<file path="config.mk">
export PLATFORM = sky130hd
export DESIGN_NAME = touch_key_baseline_filter
export DESIGN_NICKNAME = d
export VERILOG_FILES = /design/src/hw/touch_key_pkg.sv /design/src/hw/touch_key_baseline_filter.sv
export SDC_FILE = /design/constraint.sdc
export NUM_CORES = 2
export LEC_CHECK = 0
export BUFFER_PORTS_ARGS = -buffer_cell sky130_fd_sc_hd__buf_2
export CORE_ASPECT_RATIO = 0.6
export CORE_MARGIN = 2
export CORE_UTILIZATION = 60
export CTS_CLUSTER_DIAMETER = 150
export DETAILED_ROUTE_END_ITERATION = 6
export PLACE_DENSITY = 0.77
export SLEW_MARGIN = 10
export SYNTH_ARGS = -nofsm -noshare
export SYNTH_HDL_FRONTEND = slang
export SYNTH_SLANG_ARGS = --single-unit
</file>
<file path="constraint.sdc">
create_clock -name i_core_clk -period 41.6 [get_ports i_core_clk]
set_clock_uncertainty 0.1 [all_clocks]
set_input_delay 6.24 -clock i_core_clk [delete_from_list [all_inputs] [get_ports i_core_clk]]
set_output_delay 6.24 -clock i_core_clk [all_outputs]
set_load 0.1 [all_outputs]
</file>
<file path="src/hw/touch_key_pkg.sv">
/*
  Constants, register offsets, reset values and state codes for the touch key baseline filter.
  Assumes an 8-bit register port with byte-wide data and one 40 MHz core clock.
*/
package touch_key_pkg;
  localparam int NUM_CH = 8;
  localparam int LVL_W = 7;
  localparam logic [6:0] LVL_MAX = 7'h7f;
  // Register offsets
  localparam logic [7:0] ADDR_SYS_CFG = 8'h03;
  localparam logic [7:0] ADDR_PIN_FUNC = 8'h16;
  localparam logic [7:0] ADDR_MODE = 8'h20;
  localparam logic [7:0] ADDR_QUIET_WAIT = 8'h21;
  localparam logic [7:0] ADDR_RECAL_INT = 8'h22;
  localparam logic [7:0] ADDR_ACC_WIN = 8'h23;
  localparam logic [7:0] ADDR_CTRL = 8'h25;
  localparam logic [7:0] ADDR_MARGIN_BASE = 8'h30;
  localparam logic [7:0] ADDR_DRIFT = 8'h40;
  localparam logic [7:0] ADDR_THRESH_BASE = 8'h50;
  localparam logic [7:0] ADDR_HIT_BASE = 8'h60;
  localparam logic [7:0] ADDR_BASELINE_BASE = 8'h70;
  localparam logic [7:0] ADDR_MEAS_BASE = 8'h80;
  localparam logic [7:0] ADDR_RESULT = 8'h90;
  // Field positions
  localparam int SYS_SLEEP_BIT = 3;
  localparam int SYS_DEEP_BIT = 0;
  localparam int CTRL_RECAL_BIT = 0;
  // Reset values
  localparam logic [7:0] RST_MODE = 8'h04;
  localparam logic [7:0] RST_QUIET_WAIT = 8'h27;
  localparam logic [7:0] RST_RECAL_INT = 8'h30;
  localparam logic [7:0] RST_ACC_WIN = 8'h0f;
  localparam logic [7:0] RST_MARGIN = 8'h08;
  localparam logic [7:0] RST_DRIFT = 8'h04;
  localparam logic [7:0] RST_THRESH = 8'h01;
  // Filter mode codes in mode register bits [1:0]
  localparam logic [1:0] MODE_TOP_ONE = 2'h0;
  localparam logic [1:0] MODE_ALL = 2'h1;
  localparam logic [1:0] MODE_TOP_TWO = 2'h2;
  // Inactivity interval before automatic sleep
  localparam int IDLE_TIME_US = 1000;
  localparam int CLK_MHZ = 40;
  localparam int IDLE_CYCLES_DEFAULT = IDLE_TIME_US * CLK_MHZ;
  typedef enum logic [2:0] {
    PWR_ACTIVE = 3'b001,
    PWR_SLEEP = 3'b010,
    PWR_DEEP = 3'b100
  } power_state_t;
endpackage

</file>
<file path="src/hw/touch_key_baseline_filter.sv">
/*
  Touch key baseline filter: per-channel touch decision against a tracked baseline,
  hit counting over a window, filtered key selection and power state control.
  Assumes measured levels arrive for all channels at once with a one-cycle valid strobe,
  and a host on a plain register port with read data one cycle after the read strobe.
*/
`timescale 1ns/1ps
module touch_key_baseline_filter import touch_key_pkg::*; #(
  parameter int unsigned IDLE_CYCLES = IDLE_CYCLES_DEFAULT
) (
  input wire logic i_core_clk, // Core clock, 40 MHz
  input wire logic i_sys_rst, // Asynchronous reset, active high
  input wire logic [7:0] i_addr, // Register address
  input wire logic [7:0] i_wr_data, // Register write data
  input wire logic i_wr_en, // Write strobe
  input wire logic i_rd_en, // Read strobe
  output logic [7:0] o_rd_data, // Read data, one cycle after strobe
  input wire logic i_sample_valid, // New set of measured levels
  input wire logic [NUM_CH*LVL_W-1:0] i_sample_level, // Raw levels, channel 0 lowest
  output logic [7:0] o_key_result, // Filtered key result
  output logic [7:0] o_pin_gpio_sel, // Pin function, 1 = general-purpose pin
  output logic o_sense_run, // Front end should measure
  output logic o_sleep, // In sleep state
  output logic o_deep_sleep // In deep sleep state
);

  // Configuration registers
  logic [7:0] mode_reg; // Filter mode select
  logic [7:0] quiet_wait; // Samples of quiet before first update
  logic [7:0] recal_int; // Samples between repeated updates
  logic [7:0] acc_win; // Accumulation window length in samples, less one
  logic [7:0] ctrl_reg; // Control, holds sleep recal enable
  logic [7:0] drift_margin; // Shared drift margin
  logic sleep_req; // Sleep request bit
  logic deep_req; // Deep sleep request bit
  // Per-channel storage
  logic [7:0] touch_margin [NUM_CH]; // Touch margin per channel
  logic [7:0] hit_thresh [NUM_CH]; // Hit count threshold per channel
  logic [7:0] hit_count [NUM_CH]; // Latched hit count per channel
  logic [7:0] hit_acc [NUM_CH]; // Running touch count in window
  logic [LVL_W-1:0] baseline [NUM_CH]; // Raw baseline level
  logic [LVL_W-1:0] meas_raw [NUM_CH]; // Last raw measured level
  // Decision signals
  logic [NUM_CH-1:0] inst_touch; // Instantaneous touch this sample
  logic [NUM_CH-1:0] track_ok; // Baseline may follow this sample
  logic [NUM_CH-1:0] final_touch; // Filtered touch per channel
  logic sample_take; // Sample accepted for processing
  logic any_inst; // Any channel touched this sample
  logic key_held; // Any channel finally touched
  logic cal_now; // Apply baseline update this sample
  logic cal_allowed; // Power state permits tracking
  logic [7:0] quiet_cnt; // Quiet sample counter
  logic waited; // First quiet wait already done
  logic [7:0] quiet_limit; // Current quiet target
  logic [7:0] win_cnt; // Window sample counter
  logic win_end; // Last sample of the window
  logic res_update; // Refresh result after window end
  logic [7:0] next_result; // Result for the selected mode
  power_state_t state; // Power state
  power_state_t next_state; // Next power state
  logic [31:0] idle_cnt; // Inactivity cycle counter
  logic cfg_wr; // Write to system configuration

  assign cfg_wr = i_wr_en && (i_addr == ADDR_SYS_CFG);
  assign sample_take = i_sample_valid && (state != PWR_DEEP);
  assign any_inst = |inst_touch;
  assign key_held = |final_touch;
  assign cal_allowed = (state == PWR_ACTIVE) || ((state == PWR_SLEEP) && ctrl_reg[CTRL_RECAL_BIT]);
  assign quiet_limit = waited ? recal_int : quiet_wait;
  assign cal_now = sample_take && !any_inst && (quiet_cnt >= quiet_limit) && cal_allowed;
  assign win_end = sample_take && (win_cnt >= acc_win);

  // Shared configuration registers written by the host
  always_ff @(posedge i_core_clk or posedge i_sys_rst) begin
    if (i_sys_rst) begin
      mode_reg <= RST_MODE;
      quiet_wait <= RST_QUIET_WAIT;
      recal_int <= RST_RECAL_INT;
      acc_win <= RST_ACC_WIN;
      ctrl_reg <= 8'h00;
      drift_margin <= RST_DRIFT;
      o_pin_gpio_sel <= 8'h00;
    end else if (i_wr_en) begin
      case (i_addr)
        ADDR_MODE: mode_reg <= i_wr_data;
        ADDR_QUIET_WAIT: quiet_wait <= i_wr_data;
        ADDR_RECAL_INT: recal_int <= i_wr_data;
        ADDR_ACC_WIN: acc_win <= i_wr_data;
        ADDR_CTRL: ctrl_reg <= i_wr_data;
        ADDR_DRIFT: drift_margin <= i_wr_data;
        ADDR_PIN_FUNC: o_pin_gpio_sel <= i_wr_data;
        default: begin
        end
      endcase
    end
  end

  // Per-channel decision, tracking and counting
  genvar ch;
  generate
    for (ch = 0; ch < NUM_CH; ch++) begin : g_ch
      logic [LVL_W-1:0] raw_now; // Raw level of this sample
      logic [LVL_W-1:0] conv_meas; // Converted measured level
      logic [LVL_W-1:0] conv_base; // Converted baseline level
      logic [LVL_W-1:0] rise; // Rise above baseline
      logic above; // Level above baseline
      logic sense_ch; // Pin is used for sensing
      logic [7:0] acc_next; // Saturating count including this sample
      logic ch_sel; // Address picks this channel
      assign raw_now = i_sample_level[ch*LVL_W +: LVL_W];
      assign conv_meas = LVL_MAX - raw_now;
      assign conv_base = LVL_MAX - baseline[ch];
      assign above = conv_meas > conv_base;
      assign rise = conv_meas - conv_base;
      assign sense_ch = !o_pin_gpio_sel[ch];
      // Touch beyond margin; equal is no touch
      assign inst_touch[ch] = sample_take && sense_ch && above && ({1'b0, rise} > touch_margin[ch]);
      // Track small rise or any fall
      assign track_ok[ch] = sense_ch && ((conv_meas < conv_base) || (above && ({1'b0, rise} <= drift_margin)));
      assign final_touch[ch] = sense_ch && (hit_count[ch] > hit_thresh[ch]);
      assign acc_next = (inst_touch[ch] && (hit_acc[ch] != 8'hff)) ? hit_acc[ch] + 8'h01 : hit_acc[ch];
      assign ch_sel = i_addr[2:0] == 3'(ch);

      always_ff @(posedge i_core_clk or posedge i_sys_rst) begin
        if (i_sys_rst) begin
          touch_margin[ch] <= RST_MARGIN;
          hit_thresh[ch] <= RST_THRESH;
        end else if (i_wr_en && ch_sel) begin
          if (i_addr[7:3] == ADDR_MARGIN_BASE[7:3]) begin
            touch_margin[ch] <= i_wr_data;
          end
          if (i_addr[7:3] == ADDR_THRESH_BASE[7:3]) begin
            hit_thresh[ch] <= i_wr_data;
          end
        end
      end

      always_ff @(posedge i_core_clk or posedge i_sys_rst) begin
        if (i_sys_rst) begin
          meas_raw[ch] <= '0;
        end else if (sample_take) begin
          meas_raw[ch] <= raw_now;
        end
      end

      always_ff @(posedge i_core_clk or posedge i_sys_rst) begin
        if (i_sys_rst) begin
          baseline[ch] <= '0;
        end else if (cal_now && track_ok[ch]) begin
          baseline[ch] <= raw_now;
        end
      end

      always_ff @(posedge i_core_clk or posedge i_sys_rst) begin
        if (i_sys_rst) begin
          hit_acc[ch] <= 8'h00;
          hit_count[ch] <= 8'h00;
        end else if (win_end) begin
          hit_acc[ch] <= 8'h00;
          hit_count[ch] <= acc_next;
        end else if (sample_take) begin
          hit_acc[ch] <= acc_next;
        end
      end
    end
  endgenerate

  // Quiet period tracking for baseline updates
  always_ff @(posedge i_core_clk or posedge i_sys_rst) begin
    if (i_sys_rst) begin
      quiet_cnt <= 8'h00;
      waited <= 1'b0;
    end else if (sample_take) begin
      if (any_inst) begin
        // Any touch restarts the quiet wait
        quiet_cnt <= 8'h00;
        waited <= 1'b0;
      end else if (quiet_cnt >= quiet_limit) begin
        quiet_cnt <= 8'h00;
        waited <= 1'b1;
      end else begin
        quiet_cnt <= quiet_cnt + 8'h01;
      end
    end
  end

  // Accumulation window counter
  always_ff @(posedge i_core_clk or posedge i_sys_rst) begin
    if (i_sys_rst) begin
      win_cnt <= 8'h00;
      res_update <= 1'b0;
    end else begin
      res_update <= win_end;
      if (win_end) begin
        win_cnt <= 8'h00;
      end else if (sample_take) begin
        win_cnt <= win_cnt + 8'h01;
      end
    end
  end

  // Filtered key selection across channels
  always_comb begin
    logic [7:0] best_v;
    logic [7:0] sec_v;
    logic [2:0] best_i;
    logic [2:0] sec_i;
    logic best_ok;
    logic sec_ok;
    best_v = 8'h00;
    sec_v = 8'h00;
    best_i = 3'h0;
    sec_i = 3'h0;
    best_ok = 1'b0;
    sec_ok = 1'b0;
    for (int i = 0; i < NUM_CH; i++) begin
      if (final_touch[i]) begin
        if (!best_ok || (hit_count[i] > best_v)) begin
          // New leader, old leader drops to second
          sec_v = best_v;
          sec_i = best_i;
          sec_ok = best_ok;
          best_v = hit_count[i];
          best_i = 3'(i);
          best_ok = 1'b1;
        end else if (!sec_ok || (hit_count[i] > sec_v)) begin
          sec_v = hit_count[i];
          sec_i = 3'(i);
          sec_ok = 1'b1;
        end
      end
    end
    case (mode_reg[1:0])
      MODE_TOP_ONE: next_result = best_ok ? (8'h01 << best_i) : 8'h00;
      MODE_TOP_TWO: next_result = (best_ok ? (8'h01 << best_i) : 8'h00) | (sec_ok ? (8'h01 << sec_i) : 8'h00);
      default: next_result = final_touch;
    endcase
  end

  always_ff @(posedge i_core_clk or posedge i_sys_rst) begin
    if (i_sys_rst) begin
      o_key_result <= 8'h00;
    end else if (res_update) begin
      o_key_result <= next_result;
    end
  end

  // Power state transitions
  always_comb begin
    next_state = state;
    case (state)
      PWR_ACTIVE: begin
        if (deep_req && !key_held) begin
          next_state = PWR_DEEP;
        end else if (sleep_req && !key_held) begin
          next_state = PWR_SLEEP;
        end else if (idle_cnt >= IDLE_CYCLES - 1) begin
          next_state = PWR_SLEEP;
        end
      end
      PWR_SLEEP: begin
        if (deep_req && !key_held) begin
          next_state = PWR_DEEP;
        end else if (any_inst) begin
          next_state = PWR_ACTIVE;
        end
      end
      PWR_DEEP: begin
        // Host wakes deep sleep by writing with the deep bit low
        if (cfg_wr && !i_wr_data[SYS_DEEP_BIT]) begin
          next_state = PWR_ACTIVE;
        end
      end
      default: next_state = PWR_ACTIVE;
    endcase
  end

  // Power state register and its output flags
  always_ff @(posedge i_core_clk or posedge i_sys_rst) begin
    if (i_sys_rst) begin
      state <= PWR_ACTIVE;
      o_sleep <= 1'b0;
      o_deep_sleep <= 1'b0;
      o_sense_run <= 1'b1;
    end else begin
      state <= next_state;
      o_sleep <= next_state == PWR_SLEEP;
      o_deep_sleep <= next_state == PWR_DEEP;
      o_sense_run <= next_state != PWR_DEEP;
    end
  end

  // Inactivity counter, cleared by touch activity
  always_ff @(posedge i_core_clk or posedge i_sys_rst) begin
    if (i_sys_rst) begin
      idle_cnt <= 32'h0;
    end else if ((state != PWR_ACTIVE) || any_inst || key_held) begin
      idle_cnt <= 32'h0;
    end else if (idle_cnt < IDLE_CYCLES) begin
      idle_cnt <= idle_cnt + 32'h1;
    end
  end

  // Sleep and deep sleep request bits
  always_ff @(posedge i_core_clk or posedge i_sys_rst) begin
    if (i_sys_rst) begin
      sleep_req <= 1'b0;
      deep_req <= 1'b0;
    end else if (cfg_wr) begin
      // A host write wins over the hardware clear
      sleep_req <= i_wr_data[SYS_SLEEP_BIT];
      deep_req <= i_wr_data[SYS_DEEP_BIT];
    end else begin
      if (state == PWR_SLEEP) begin
        sleep_req <= 1'b0;
      end
      if (state == PWR_DEEP) begin
        deep_req <= 1'b0;
        sleep_req <= 1'b0;
      end
    end
  end

  // Registered read data, zero outside the read answer cycle
  always_ff @(posedge i_core_clk or posedge i_sys_rst) begin
    if (i_sys_rst) begin
      o_rd_data <= 8'h00;
    end else if (!i_rd_en) begin
      o_rd_data <= 8'h00;
    end else begin
      case (i_addr[7:3])
        ADDR_MARGIN_BASE[7:3]: o_rd_data <= touch_margin[i_addr[2:0]];
        ADDR_THRESH_BASE[7:3]: o_rd_data <= hit_thresh[i_addr[2:0]];
        ADDR_HIT_BASE[7:3]: o_rd_data <= hit_count[i_addr[2:0]];
        ADDR_BASELINE_BASE[7:3]: o_rd_data <= {1'b0, baseline[i_addr[2:0]]};
        ADDR_MEAS_BASE[7:3]: o_rd_data <= {1'b0, meas_raw[i_addr[2:0]]};
        default: begin
          case (i_addr)
            ADDR_SYS_CFG: o_rd_data <= {4'h0, sleep_req, 2'b00, deep_req};
            ADDR_PIN_FUNC: o_rd_data <= o_pin_gpio_sel;
            ADDR_MODE: o_rd_data <= mode_reg;
            ADDR_QUIET_WAIT: o_rd_data <= quiet_wait;
            ADDR_RECAL_INT: o_rd_data <= recal_int;
            ADDR_ACC_WIN: o_rd_data <= acc_win;
            ADDR_CTRL: o_rd_data <= ctrl_reg;
            ADDR_DRIFT: o_rd_data <= drift_margin;
            ADDR_RESULT: o_rd_data <= o_key_result;
            default: o_rd_data <= 8'h00;
          endcase
        end
      endcase
    end
  end

endmodule

</file>
==> flow_summary.ini <==
[timing]
rsz0062_at_grt = no
drv_slew = 0
setup_viol = 0
fin_crit_sh = 0.454
hold_viol = 0
finalCriticalPeriod_ns = 18.88
max_freq_ghz = 0.0530
slew_headroom = 0.188
fin_tns_setup_ns = 0
worst_pin_slew_ns = 1.21

[cells_and_area]
finalInstanceArea_sq_um = 37900
nNetsFinal = 4182
drive_above_1_share = 0.149
final_cells = 4545
fill_cells = 4611
fin_util = 0.658
syn2layout_area_growth_pct = 8.27

[status]
status = complete, but fails checks
violations = DRC

[worst_setup_path]
cp.arrival_ns = 19.33
path_class = reg -> reg
crit_path_top_delay_cell = o21ai_0
cp_max_fo = 32
cpPeakStageDelay_ns = 0.87
reg2reg_from = hit_count[61]
end_kind = flip-flop
crit_path_frequent_cell = ha_1
critPathTopFamily = compound AO/OA/AOI/OAI gates
critPathBufInv = 5
r2r_cells = 65
timing.rr.end = o_key_result[3]
required_ns = 42.06
ff2ff_setup_slack_ns = 22.72
cp-start-kind = flip-flop

[global_routing]
grt_usage = 0.398
grt_pass1_vias = 28100
antenna_found_initial = 2
grt_overflow_total = 0
grt_pass1_wl_microns = 179000
grt_max_degree = 112

[hold_path]
min_from = meas_raw[10]
holdPathEnd = meas_raw[10]
min_path_cells = 2
hp-class = reg -> reg

[drt]
avgRoutedWirePerCell_microns = 26.2
routed_via_density = 6.69
initialDrtViolationCount = 4240
vias = 30400
dr.pass1.iters = 7
ant_nets = 0
drc = 1
routed_wirelength_microns = 119000

[synth]
syn_nets = 4138
synth_enable_flop_cells = 0
synth_cell_type_count = 109
synth_area_sq_um = 35000
netlist_instances = 3690
synth_area_leaders = dfrtp_1 33%, ha_1 13%, mux2_2 5.5%, mux4_2 5.2%, o21ai_0 5.1%
ys_seq_area_frac = 0.357
syn_avg_cell_area_sq_um = 9.49
post-synth-top-count-cell = dfrtp_1
yosys.area.top_type = dfrtp_1
synth_top_area_frac = 0.334
async_flop_share = 1.00
synthFlopType = dfrtp_1
yosysWarningCount = 0
ys_top_cells_by_count = 468 x dfrtp_1, 431 x nand2_1, 363 x ha_1, 356 x o21ai_0, 296 x inv_1
ys_ff_latch = 498

[cts]
post_cts_resized = 0
hold_buffers = 0
insertion_delay_ns = 0.64
path_clk_slew_ns = 0.08
cts.htree.levels = 2
cts_root_buf = clkbuf_16
clock-sinks = 498
cts_buffers = 49
cts_tree = built
postCtsSetupBuffers = 0
cts_buffer_depth = 3

[place]
placed_area_sq_um = 36200
hpwl_microns = 90600
place_inst = 4453
place_congestion = 1.07
port_buffers = 103

[power_and_ir_drop]
netSwitchingFraction = 0.410
power_frac_clock = 0.245
comb_power_share = 0.437
seqPwrFrac = 0.319
power_density_nw_per_um2 = 51.5
switchingPower_mw = 0.801
p_leak_nw = 17.3
cellInternalPower_mw = 1.15
ir_worst_vdd_mv = 0.0399

[floorplan]
pin_count = 104
die_height_microns = 191
start_util = 0.608
die_area_sq_um = 60400
core_region_area_sq_um = 57600
rows = 68
die_w_microns = 316

[flow_run]
maxCapViolCount = 0
layout make-up:
class	count	area (sq um)	area share
well taps	770	963	0.0254
diodes	1	2.50	0.0000660
inverters	297	1120	0.0296
clock inverters	29	314	0.00828
clock buffers	62	1360	0.0358
repair buffers	143	821	0.0216
flip-flops and latches	498	12500	0.330
multi-input cells	2745	20800	0.550
tightest hold or removal path, delay by kind of cell (launching register included):
family / cells / cell delay [ns]
AO/OA/AOI/OAI: 1 / 0.06
AND/OR/NAND/NOR: 1 / 0.05
flip-flops: 1 / 0.34
power groups by stage:
stage	clock [mW]	combinational, mW	sequential [mW]
2_1_floorplan	0	0.591	0.611
3_3_place_gp	0	0.800	0.622
3_5_place_dp	0	0.822	0.623
4_1_cts	0.480	0.832	0.616
5_1_grt	0.500	0.936	0.625
6_report	0.478	0.852	0.622
placed cells by master (no fill, tap or decap), types with 17 or more instances in the layout:
master     instances
nand2b_1          27
dfrtp_1          468
o21ai_1           18
a22oi_1           23
o21a_1            82
a31oi_1           23
clkbuf_16         50
o22ai_1           44
a21o_1            42
a211oi_1          17
nand4_1           94
a32o_1            18
xnor2_1           29
buf_2            101
ha_1             363
dfstp_2           30
o21ai_0          356
nor2_1           163
inv_1            295
nand3_1           63
nor2b_1           63
nor3_1            34
a21oi_1          163
and3_1            37
xor2_1            73
nand2_1          430
and2_1            25
buf_4             42
mux4_2            81
o31ai_1           17
mux2i_1           45
mux2_2           171
how the worst max path moves through the flow:
stage	start	end	depth (start not counted)
after detailed placement	hit_count[62]	o_key_result[3]	65
final	hit_count[61]	o_key_result[3]	65
after global placement	hit_count[61]	o_key_result[1]	65
after CTS	hit_count[61]	o_key_result[3]	65
after floorplan	i_sys_rst	acc_win[4]	1
after global routing	hit_count[62]	o_key_result[3]	65
stage by stage:
stage | setup slack, ns | hold WS (ns) | power (mW)
2_1_floorplan | 21.41 | 0.340 | 1.20
3_3_place_gp | 23.62 | 0.357 | 1.42
3_5_place_dp | 23.73 | 0.360 | 1.45
4_1_cts | 23.68 | 0.380 | 1.93
5_1_grt | 22.06 | 0.397 | 2.06
6_report | 22.72 | 0.379 | 1.95
kinds of logic after synthesis:
| kind of cell | share of synthesized area |
|---|---|
| AND/OR/NAND/NOR | 0.136 |
| flip-flops | 0.357 |
| multiplexers | 0.120 |
| AO/OA/AOI/OAI | 0.177 |
| XOR/XNOR | 0.0255 |
| adder cells (fa/ha/maj) | 0.135 |
| buffers and inverters | 0.0491 |
per-layer routing:
metal,global-route usage,part of all wire,up-vias,wire [microns]
met4,0.0984,0.027,0,3200
met3,0.205,0.18,224,21000
met5,0,0,-,0
met2,0.474,0.35,1924,42100
li1,-,-,13500,-
met1,0.612,0.44,14800,52800
(Power assumes the default switching activity.)
